--- config.mk ---
export PLATFORM = sky130hd
export DESIGN_NAME = tec_timer
export DESIGN_NICKNAME = d
export VERILOG_FILES = /design/src/rtl/tec_pkg.sv /design/src/rtl/tec_edge_det.sv /design/src/rtl/tec_timer.sv
export SDC_FILE = /design/constraint.sdc
export NUM_CORES = 1
export LEC_CHECK = 0
export BUFFER_PORTS_ARGS = -buffer_cell sky130_fd_sc_hd__buf_2
export CAP_MARGIN = 10
export CORE_ASPECT_RATIO = 1.5
export CORE_MARGIN = 2
export CORE_UTILIZATION = 45
export DETAILED_ROUTE_END_ITERATION = 12
export GPL_TIMING_DRIVEN = 0
export PLACE_DENSITY = 0.73
export SLEW_MARGIN = 20
export SYNTH_ARGS = -nofsm -noshare
export SYNTH_HDL_FRONTEND = slang
export SYNTH_SLANG_ARGS = --single-unit
--- constraint.sdc ---
create_clock -name SYS_CLK_IN -period 7.8 [get_ports SYS_CLK_IN]
set_input_delay 0.78 -clock SYS_CLK_IN [delete_from_list [all_inputs] [get_ports SYS_CLK_IN]]
set_output_delay 0.78 -clock SYS_CLK_IN [all_outputs]
set_load 0.05 [all_outputs]
--- src/rtl/tec_pkg.sv ---
package tec_pkg;
  localparam logic [7:0] ADDR_CTL0 = 8'h00;
  localparam logic [7:0] ADDR_CTL1 = 8'h04;
  localparam logic [7:0] ADDR_IOC0 = 8'h08;
  localparam logic [7:0] ADDR_IOC1 = 8'h0C;
  localparam logic [7:0] ADDR_IOC2 = 8'h10;
  localparam logic [7:0] ADDR_OPT0 = 8'h14;
  localparam logic [7:0] ADDR_CAPCMP0 = 8'h18;
  localparam logic [7:0] ADDR_CNT = 8'h28;
  localparam logic [7:0] ADDR_ISTAT = 8'h2C;
  localparam logic [7:0] ADDR_IMASK = 8'h30;
  localparam int CE_BIT = 7;
  localparam int EEE_BIT = 5;
  localparam int OVF_BIT = 0;
  localparam int CCS_LSB = 1;
  localparam int NCH = 4;
  localparam logic [15:0] CNT_STOP = 16'hFFFF;
  localparam logic [15:0] CNT_READ_STOP = 16'h0000;
  localparam logic [15:0] CCR_RST = 16'h0000;
  localparam logic [7:0] REG8_RST = 8'h00;
  localparam logic [2:0] MODE_EVENT = 3'h1;
  localparam logic [1:0] EDGE_NONE = 2'h0;
  localparam logic [1:0] EDGE_RISE = 2'h1;
  localparam logic [1:0] EDGE_FALL = 2'h2;
  localparam logic [1:0] EDGE_BOTH = 2'h3;
endpackage

--- src/rtl/tec_edge_det.sv ---
`timescale 1ns/100ps
module tec_edge_det
  import tec_pkg::*;
(
  input wire logic clk_in,
  input wire logic rstn_in,
  input wire logic pin_in,
  input wire logic [1:0] sel_in,
  output logic valid_out
);
  logic s1_q;
  logic s2_q;
  logic prev_q;
  wire rise = s2_q & ~prev_q;
  wire fall = ~s2_q & prev_q;

  // two-stage synchroniser, then edge qualification by select
  always_ff @(posedge clk_in)
  begin
    if (!rstn_in)
    begin
      s1_q <= 1'b0;
      s2_q <= 1'b0;
      prev_q <= 1'b0;
    end
    else
    begin
      s1_q <= pin_in;
      s2_q <= s1_q;
      prev_q <= s2_q;
    end
  end

  assign valid_out = (sel_in == EDGE_RISE) ? rise :
                     (sel_in == EDGE_FALL) ? fall :
                     (sel_in == EDGE_BOTH) ? (rise | fall) : 1'b0;
endmodule

--- src/rtl/tec_timer.sv ---
`timescale 1ns/100ps
module tec_timer
  import tec_pkg::*;
(
  input wire logic SYS_CLK_IN,
  input wire logic RSTN_IN,
  input wire logic PSEL_IN,
  input wire logic PENABLE_IN,
  input wire logic PWRITE_IN,
  input wire logic [7:0] PADDR_IN,
  input wire logic [31:0] PWDATA_IN,
  output logic [31:0] PRDATA_OUT,
  output logic PREADY_OUT,
  output logic PSLVERR_OUT,
  input wire logic [3:0] TIMER_IN_IN,
  output logic [3:0] TIMER_OUT_OUT,
  output logic [3:0] MATCH_CAPTURE_IRQ_OUT,
  output logic OVERFLOW_IRQ_OUT,
  output logic IRQ_OUT
);
  logic [7:0] ctl0_q;
  logic [7:0] ctl1_q;
  logic [7:0] ioc0_q;
  logic [7:0] ioc1_q;
  logic [7:0] ioc2_q;
  logic [4:0] opt_sel_q;
  logic ovf_flag_q;
  logic [15:0] ccr_q [NCH];
  logic [15:0] cbuf_q [NCH];
  logic [15:0] cnt_q;
  logic started_q;
  logic adv_q;
  logic [6:0] pre_q;
  logic [NCH-1:0] tog_q;
  logic [4:0] istat_q;
  logic [4:0] imask_q;
  logic pready_q;
  logic [31:0] prdata_q;
  logic pslverr_q;
  logic [3:0] tout_q;
  logic [3:0] mc_irq_q;
  logic ov_irq_q;
  logic irq_q;
  logic [31:0] rd_mux;
  logic rd_ok;
  logic [3:0] out_lvl;

  function automatic logic div_hit(input logic [2:0] k, input logic [6:0] p);
    logic [6:0] m;
    m = 7'((8'h01 << k) - 8'h01);
    return (p & m) == m;
  endfunction

  wire ce = ctl0_q[CE_BIT];
  wire [2:0] cks = ctl0_q[2:0];
  wire [2:0] mode = ctl1_q[2:0];
  wire ext_clk = ctl1_q[EEE_BIT] | (mode == MODE_EVENT);
  wire access = PSEL_IN & PENABLE_IN;
  wire wr_en = access & pready_q & PWRITE_IN;
  wire rd_take = access & ~pready_q;
  wire [15:0] wdata16 = PWDATA_IN[15:0];
  wire [15:0] cnt_view = ce ? cnt_q : CNT_READ_STOP;

  // edge detectors: inputs 0..3 for capture, input 0 again for event counting
  logic [NCH-1:0] cap_edge;
  logic ev_edge;
  genvar gi;
  generate
    for (gi = 0; gi < NCH; gi++)
    begin : g_edge
      tec_edge_det u_det (
        .clk_in(SYS_CLK_IN),
        .rstn_in(RSTN_IN),
        .pin_in(TIMER_IN_IN[gi]),
        .sel_in(ioc1_q[2*gi +: 2]),
        .valid_out(cap_edge[gi])
      );
    end
  endgenerate

  tec_edge_det u_event (
    .clk_in(SYS_CLK_IN),
    .rstn_in(RSTN_IN),
    .pin_in(TIMER_IN_IN[0]),
    .sel_in(ioc2_q[1:0]),
    .valid_out(ev_edge)
  );

  wire tick = ce & (ext_clk ? ev_edge : div_hit(cks, pre_q));
  wire wrap = tick & started_q & (cnt_q == CNT_STOP);

  logic [NCH-1:0] cap_ev;
  logic [NCH-1:0] match_ev;
  logic [NCH-1:0] ccr_wr;
  generate
    for (gi = 0; gi < NCH; gi++)
    begin : g_ch
      assign ccr_wr[gi] = wr_en & (PADDR_IN == ADDR_CAPCMP0 + 8'(4 * gi));
      assign cap_ev[gi] = ce & opt_sel_q[CCS_LSB + gi] & cap_edge[gi];
      assign match_ev[gi] = adv_q & ~opt_sel_q[CCS_LSB + gi] & (cnt_q == cbuf_q[gi]);

      always_ff @(posedge SYS_CLK_IN)
      begin
        if (!RSTN_IN)
        begin
          ccr_q[gi] <= CCR_RST;
          cbuf_q[gi] <= CCR_RST;
          tog_q[gi] <= 1'b0;
        end
        else
        begin
          if (cap_ev[gi])
            ccr_q[gi] <= cnt_q;
          else if (ccr_wr[gi])
            ccr_q[gi] <= wdata16;
          // buffer loads the bus data directly on its register write, only while the channel is in compare mode
          if (ccr_wr[gi] && !opt_sel_q[CCS_LSB + gi])
            cbuf_q[gi] <= wdata16;
          if (!ce)
            tog_q[gi] <= 1'b0;
          else if (match_ev[gi] && ioc0_q[2*gi])
            tog_q[gi] <= ~tog_q[gi];
        end
      end
    end
  endgenerate

  always_ff @(posedge SYS_CLK_IN)
  begin
    if (!RSTN_IN)
    begin
      cnt_q <= CNT_STOP;
      started_q <= 1'b0;
      adv_q <= 1'b0;
      pre_q <= 7'h00;
    end
    else if (!ce)
    begin
      cnt_q <= CNT_STOP;
      started_q <= 1'b0;
      adv_q <= 1'b0;
      pre_q <= 7'h00;
    end
    else
    begin
      pre_q <= pre_q + 7'h01;
      adv_q <= tick;
      if (tick)
      begin
        cnt_q <= cnt_q + 16'h0001;
        started_q <= 1'b1;
      end
    end
  end

  // overflow flag: cleared by writing 0, set wins over the clear
  wire opt_wr = wr_en & (PADDR_IN == ADDR_OPT0);
  always_ff @(posedge SYS_CLK_IN)
  begin
    if (!RSTN_IN)
      ovf_flag_q <= 1'b0;
    else if (!ce)
      ovf_flag_q <= 1'b0;
    else if (wrap)
      ovf_flag_q <= 1'b1;
    else if (opt_wr && !PWDATA_IN[OVF_BIT])
      ovf_flag_q <= 1'b0;
  end

  always_ff @(posedge SYS_CLK_IN)
  begin
    if (!RSTN_IN)
    begin
      ctl0_q <= REG8_RST;
      ctl1_q <= REG8_RST;
      ioc0_q <= REG8_RST;
      ioc1_q <= REG8_RST;
      ioc2_q <= REG8_RST;
      opt_sel_q <= 5'h00;
      imask_q <= 5'h00;
    end
    else if (wr_en)
    begin
      if (PADDR_IN == ADDR_CTL0)
        ctl0_q <= PWDATA_IN[7:0] & 8'h87;
      if (PADDR_IN == ADDR_CTL1)
        ctl1_q <= PWDATA_IN[7:0] & 8'h27;
      if (PADDR_IN == ADDR_IOC0)
        ioc0_q <= PWDATA_IN[7:0];
      if (PADDR_IN == ADDR_IOC1)
        ioc1_q <= PWDATA_IN[7:0];
      if (PADDR_IN == ADDR_IOC2)
        ioc2_q <= PWDATA_IN[7:0] & 8'h0F;
      if (opt_wr)
        opt_sel_q <= PWDATA_IN[4:0] & 5'h1E;
      if (PADDR_IN == ADDR_IMASK)
        imask_q <= PWDATA_IN[4:0];
    end
  end

  wire [4:0] ev_all = {wrap, cap_ev | match_ev};
  wire istat_wr = wr_en & (PADDR_IN == ADDR_ISTAT);
  wire [4:0] istat_clr = istat_wr ? PWDATA_IN[4:0] : 5'h00;

  always_ff @(posedge SYS_CLK_IN)
  begin
    if (!RSTN_IN)
    begin
      istat_q <= 5'h00;
      mc_irq_q <= 4'h0;
      ov_irq_q <= 1'b0;
      irq_q <= 1'b0;
      tout_q <= 4'h0;
    end
    else
    begin
      istat_q <= (istat_q & ~istat_clr) | ev_all;
      mc_irq_q <= ev_all[3:0];
      ov_irq_q <= wrap;
      irq_q <= |(istat_q & imask_q);
      tout_q <= out_lvl;
    end
  end

  // output level: start level when idle, toggled on own match while enabled
  generate
    for (gi = 0; gi < NCH; gi++)
    begin : g_out
      assign out_lvl[gi] = ioc0_q[2*gi+1] ^ (ioc0_q[2*gi] & ce & tog_q[gi]);
    end
  endgenerate

  always_comb
  begin
    rd_mux = 32'h0000_0000;
    rd_ok = 1'b1;
    unique case (PADDR_IN)
      ADDR_CTL0: rd_mux = {24'h000000, ctl0_q};
      ADDR_CTL1: rd_mux = {24'h000000, ctl1_q};
      ADDR_IOC0: rd_mux = {24'h000000, ioc0_q};
      ADDR_IOC1: rd_mux = {24'h000000, ioc1_q};
      ADDR_IOC2: rd_mux = {24'h000000, ioc2_q};
      ADDR_OPT0: rd_mux = {27'h0000000, opt_sel_q[4:1], ovf_flag_q};
      ADDR_CAPCMP0: rd_mux = {16'h0000, ccr_q[0]};
      ADDR_CAPCMP0 + 8'h04: rd_mux = {16'h0000, ccr_q[1]};
      ADDR_CAPCMP0 + 8'h08: rd_mux = {16'h0000, ccr_q[2]};
      ADDR_CAPCMP0 + 8'h0C: rd_mux = {16'h0000, ccr_q[3]};
      ADDR_CNT: rd_mux = {16'h0000, cnt_view};
      ADDR_ISTAT: rd_mux = {27'h0000000, istat_q};
      ADDR_IMASK: rd_mux = {27'h0000000, imask_q};
      default: rd_ok = 1'b0;
    endcase
  end

  // one wait state on every access; data and error sampled with it
  always_ff @(posedge SYS_CLK_IN)
  begin
    if (!RSTN_IN)
    begin
      pready_q <= 1'b0;
      prdata_q <= 32'h0000_0000;
      pslverr_q <= 1'b0;
    end
    else
    begin
      pready_q <= rd_take;
      if (rd_take)
      begin
        prdata_q <= PWRITE_IN ? 32'h0000_0000 : rd_mux;
        pslverr_q <= ~rd_ok;
      end
      else
        pslverr_q <= 1'b0;
    end
  end

  assign PRDATA_OUT = prdata_q;
  assign PREADY_OUT = pready_q;
  assign PSLVERR_OUT = pslverr_q;
  assign TIMER_OUT_OUT = tout_q;
  assign MATCH_CAPTURE_IRQ_OUT = mc_irq_q;
  assign OVERFLOW_IRQ_OUT = ov_irq_q;
  assign IRQ_OUT = irq_q;
endmodule

# Yosys cells after proc, flatten, opt, wreduce, memory -nomap -nowiden

Memories as Yosys holds them, arrays and structs flattened.
Cells that the tools add are included.

$add $sub $neg: 3
Multipliers: 0
Div/mod/pow operators: 0
Magnitude comparators: 0
Eq/ne operators: 34
Shift-type cells: 1
Multiplexer cells: 76
Bitwise gates (word level): 90
Reductions and logical operators: 27

Operators by type and width:

| cell                                                                   | count |
|---|---|
| 16-bit two-way mux                                                     | 13 |
| 16-bit case mux with 13 select lines                                   | 1 |
| 16-bit equality test                                                   | 4 |
| 1-bit two-way mux                                                      | 60 |
| 1-bit bitwise AND                                                      | 45 |
| 8-bit by 6-bit equality test with 1-bit output (second input constant) | 5 |
| 8-bit by 5-bit equality test with 1-bit output (second input constant) | 4 |
| 32-bit two-way mux                                                     | 1 |
| 2-bit equality test (second input constant)                            | 10 |
| 1-bit NOT                                                              | 18 |
| 2-bit AND reduction                                                    | 9 |
| 1-bit OR                                                               | 17 |
| 16-bit by 1-bit adder with 16-bit output (second input constant)       | 1 |
| 16-bit equality test (second input constant)                           | 1 |
| 8-bit by 4-bit equality test with 1-bit output (second input constant) | 2 |
| 13-bit OR reduction                                                    | 1 |
| 5-bit bitwise AND                                                      | 2 |
| 2-bit by 1-bit equality test with 1-bit output (second input constant) | 5 |
| 1-bit logical AND                                                      | 9 |
| 8-bit by 3-bit equality test with 1-bit output (second input constant) | 1 |
| 8-bit zero test                                                        | 1 |
| 7-bit by 1-bit adder with 7-bit output (second input constant)         | 1 |
| 7-bit bitwise AND                                                      | 1 |
| 7-bit equality test                                                    | 1 |
| 11 further kinds                                                       | 18 |

Register bits: 128
Latch bits: 0
Bits in writable memories: 128
Memory bits (read-only): 0
Output and inout bits: 44
Word-level logic and storage cells: 269
Memories: 2

Memory list:

| memory | depth | width | read ports | clocked after Yosys merged registers in | write ports | line            | text |
|---|---|---|---|---|---|---|---|
| cbuf_q | 4     | 16    | 4          | 0                                       | 4           | tec_timer.sv:29 | `logic [15:0] cbuf_q [NCH];` |
| ccr_q  | 4     | 16    | 4          | 0                                       | 4           | tec_timer.sv:28 | `logic [15:0] ccr_q [NCH];` |

# Logic depth before layout (Yosys ltp)

Depth in word-level cells: 12
Gate-level depth with buffers: 11
Mapped depth without buffers: 9

# Hierarchy

Synthesis repeated with hierarchy kept, for this count alone.

Cell total of the unflattened synthesis: 1,118
Area, all modules: 11,882.6 um^2

By module, submodules not included:

| module       | instances | cells an instance | area each (um^2) | seq. area each (um^2) |
|---|---|---|---|---|
| tec_timer    | 1         | 1,043             | 11,194.5         | 5,845.6 |
| tec_edge_det | 5         | 15                | 137.6            | 60.1 |

# Worst setup path after synthesis

No wires, ideal clock.

Path kind: input-to-reg
Start: input PADDR_IN[4]
End: memory cbuf_q[2][0], enable pin
Setup time: 0.411 ns
Data arrival time: 3.152 ns
Data required time: 7.389 ns
Setup slack: 4.237 ns
Stages on the path: 7
Buffers on the path: 2
Path through: buf_4 -> and2b_1 -> nand2_1 -> buf_4 -> nor2_1 -> nand2_1 -> o21ai_0

RTL lines:

| element         | line            | text |
|---|---|---|
| start, declared | tec_timer.sv:10 | `input wire logic [7:0] PADDR_IN,` |
| end, declared   | tec_timer.sv:29 |  |

==> run summary <==
The total negative setup slack came out at 0 ps. At the end of routability-driven placement, the weighted congestion stood at roughly 0.96. The critical path is of the in2reg type. The ratio of total power to cell area is just over 200 nW/um^2. The detailed-route vias per instance is a little over 6. The global route total overflow came out at 0. The number of cells on the worst hold path came out at 1.

For the worst flop-to-flop path, the logic depth is 4. The worst hold-check path type is reg2reg. Global routing used 27.7% of the available tracks across all layers.

The cell area after placement came out at around 13000 um^2. At the placement stage, the worst setup path has a slack of between 3000 and 4000 ps. The sequential cell area is between 6000 and 7000 um^2.

Summing all non-filler instances in the final layout gives an area of 13300 um^2. The net total in the final layout came out at 1263. In this run the vertical extent of the chip is a little over 200 um.

The share of flip-flops with an asynchronous set or reset came out at 0%. The number of search-and-repair iterations in the first detailed-routing pass is 6. STA puts the critical path data required time at 7940 ps. The post-synthesis cell type count is 70. The final wirelength came out at 37800 um. Setup repair after global routing left no endpoint under its margin. The number of global-route vias before repair came to around 9300. TritonCTS built the clock tree.

The pin count of the biggest net entering global routing is 17. The initial antenna violation count came out at 0. The library cell used most frequently in the layout, excluding fill and tap cells, is sky130_fd_sc_hd__edfxtp_1. The row count is 72. The detail route stage leaves a number of antenna-violating nets equal to 0. The number of failing setup endpoints in the final timing report came out at 0. For this run, the top clock speed supported by timing is around 0.28 GHz. In this run the clock root is driven by a sky130_fd_sc_hd__clkbuf_16. The clock period could shrink to 3540 ps. The number of H-tree levels is 1. The leakage component of the power came out at 0.00477 uW.

The number of synthesized flops with an enable pin came out at ~130. The kind of launch point of the worst setup path is a primary input. The number of hold-repair buffers added at the cts stage is 0. The critical path endpoint category is a flip-flop. The number of design-rule violations left by the first detailed-router iteration came out at roughly 1000. The number of pins with negative max-slew slack in the final report was 0. The max-capacitance violation count is 0. The total number of vias is 9384. The quantity of gates resized following cts is 0. The top cell types in the final layout, fill and taps aside, are sky130_fd_sc_hd__edfxtp_1, sky130_fd_sc_hd__dfxtp_1, sky130_fd_sc_hd__and2_1. The number of endpoints with negative hold slack in the final report is 0. The wire length of the first global-routing pass came out at about 57000 um. The relative max-transition margin came out at a little over a quarter. Clock tree synthesis found a total of between 200 and 250 sinks. Walking the worst path, the cells encountered are buf_2 -> nor2_1 -> nand2_1 -> buf_4 -> nor2_1 -> nand2_1 -> nand3_1. The routed wire length per instance is approximately 24 um. Clock tree synthesis inserted a total of 23 buffers.

For this run, the leading register cell type out of synthesis is sky130_fd_sc_hd__edfxtp_1. The post-synthesis cell area came out at 11700 um^2. From synthesis to final layout, the design area changed by 14.1%. The data arrival time of the critical path came out at between 3000 and 4000 ps. The remaining design rule violation count is 0. The slew at the pin closest to its max-slew limit is 1090 ps. The share of layout cells above drive strength 1 is a little over an eighth. The share of the core filled with cells in the final layout is between 50% and 60%.

The run finished with clean final reports. The portion of the post-synthesis area used by sequential elements came out at 52.2%. Pin placement for this block handled between 90 and 100 I/O pins. The worst setup slack after layout is 4260 ps. The average instance area after synthesis came out at roughly 11 um^2. The antenna diode count is 0.

The worst-case clock skew came out at ~18 ps. The worst-path maximum fanout is 16. The slowest stage of the critical path is the sky130_fd_sc_hd__nand3_1 cell. The maximum vdd drop came out at about 170 uV. The area of the multi-input gates is between 5000 and 6000 um^2.

The number of instances in the synthesized netlist is 1098. The final period utilization is a little under half. After clock tree synthesis, the setup repair step added 0 buffers. The area enclosed by the die boundary is approximately 27000 um^2. The number of buffers on the longest clock path is 3. The floorplan step set the die width to 135 um. The highest cell delay on the worst timing path is roughly 780 ps. The number of buffers added on ports is 58. The filler cells instantiated in the layout total about 2300. For this run, the number of Yosys warnings is 0. After floorplanning, the core was sized to cover approximately 26000 um^2. At the later pin of the worst-skew pair, clock insertion delay measures approximately 520 ps. The half-perimeter wire length after detailed placement came out at approximately 28000 um. In this run, synthesis produced a sequential element count of 240. After clock tree synthesis, the clock-pin slew on the worst setup and hold paths is roughly 60 ps. The initial core utilization came out at between 40% and 50%.
critical path, delay by kind of cell:
kind,cells,cell delay [ps]
buf+inv,2,420
simple gates,5,2450
synthesized netlist by cell type (6+ instances only):
cell type                  number  area share (%)
sky130_fd_sc_hd__edfxtp_1     128              33
sky130_fd_sc_hd__dfxtp_1      112              19
sky130_fd_sc_hd__and2_1        85             4.6
sky130_fd_sc_hd__a22o_1        74             5.6
sky130_fd_sc_hd__nor2_1        74             2.4
sky130_fd_sc_hd__nand2_1       70             2.3
sky130_fd_sc_hd__xnor2_1       58             4.4
sky130_fd_sc_hd__clkbuf_1      55             1.8
sky130_fd_sc_hd__o21ai_0       51             2.2
sky130_fd_sc_hd__a21oi_1       41             1.8
sky130_fd_sc_hd__nand3_1       39             1.7
sky130_fd_sc_hd__mux2i_1       37             3.2
sky130_fd_sc_hd__nand4_1       20             1.1
sky130_fd_sc_hd__xor2_1        20             1.5
sky130_fd_sc_hd__a22oi_1       19             1.2
sky130_fd_sc_hd__buf_4         19             1.2
sky130_fd_sc_hd__buf_2         18            0.77
sky130_fd_sc_hd__and3_1        13            0.70
sky130_fd_sc_hd__nor3_1        12            0.52
sky130_fd_sc_hd__a31oi_1       11            0.59
sky130_fd_sc_hd__ha_1          11             1.2
sky130_fd_sc_hd__inv_1          9            0.29
sky130_fd_sc_hd__o211ai_1       9            0.58
sky130_fd_sc_hd__a222oi_1       8            0.69
sky130_fd_sc_hd__buf_1          8            0.26
sky130_fd_sc_hd__o31ai_1        7            0.45
sky130_fd_sc_hd__or3_1          7            0.38
sky130_fd_sc_hd__nand3b_1       6            0.39
final timing paths:
kind	start	end	slack (ps)
max	PADDR_IN[7]	ccr_q[2][10]$_SDFFCE_PN0P_	4260
min	g_edge[2].u_det.s1_q$_SDFF_PN0_	g_edge[2].u_det.s2_q$_SDFF_PN0_	440
max reg2reg	ctl0_q[7]$_SDFFE_PN0P_	ccr_q[2][10]$_SDFFCE_PN0P_	4720
min reg2reg	g_edge[2].u_det.s1_q$_SDFF_PN0_	g_edge[2].u_det.s2_q$_SDFF_PN0_	440
kinds of logic after synthesis:
group	synth area share (%)
DFF	52.2
AOI/OAI and AO/OA	15.9
muxes	3.85
xor gates and xnor gates	5.86
adders and majority gates	1.18
buffers and inverters	4.39
and+or+nand+nor	16.6
other	0.0322
per-stage QoR:
step           cells  hold slack, ps  total power [uW]
5_1_grt         1551             455              2740
3_3_place_gp    1504             414              1530
4_1_cts         1551             446              2690
6_report        1551             438              2690
3_5_place_dp    1511             428              1530
2_1_floorplan   1113             412              1470
flip-flops by register name (all words and copies together), names as in the netlist, 4 cells and up:
signal,cells
imask_q,5
ioc1_q,8
ccr_q,64
pre_q,7
istat_q,5
ioc0_q,8
TIMER_OUT_OUT,4
PRDATA_OUT,16
cnt_q,16
cbuf_q,64
ctl1_q,4
ioc2_q,4
tog_q,4
opt_sel_q,4
ctl0_q,4
MATCH_CAPTURE_IRQ_OUT,4
cell type report:
class,instances,share of cell area [%]
flip-flops and latches,240,45.8
multi-input cells,762,38.7
clock buffers,33,4.77
plain buffers,101,3.57
well taps,333,3.13
repair buffers,65,2.69
clock inverters,7,1.07
inverters,10,0.282
per-layer routing:
metal	vias to the layer above	wire [um]	track usage, %
met5	-	0	0
met1	4566	13400	31.0
met2	473	19200	49.3
met4	0	2470	15.7
li1	4206	-	-
met3	139	2750	4.38
power breakdown:
| part | internal [uW] | switching (uW) | leakage [uW] | total [uW] |
|---|---|---|---|---|
| Sequential | 1350 | 9.97 | 0.00222 | 1360 |
| Clock | 698 | 483 | 0.000379 | 1180 |
| Combinational | 37.2 | 108 | 0.00218 | 145 |
No activity file was read; power rests on OpenSTA's default activity.
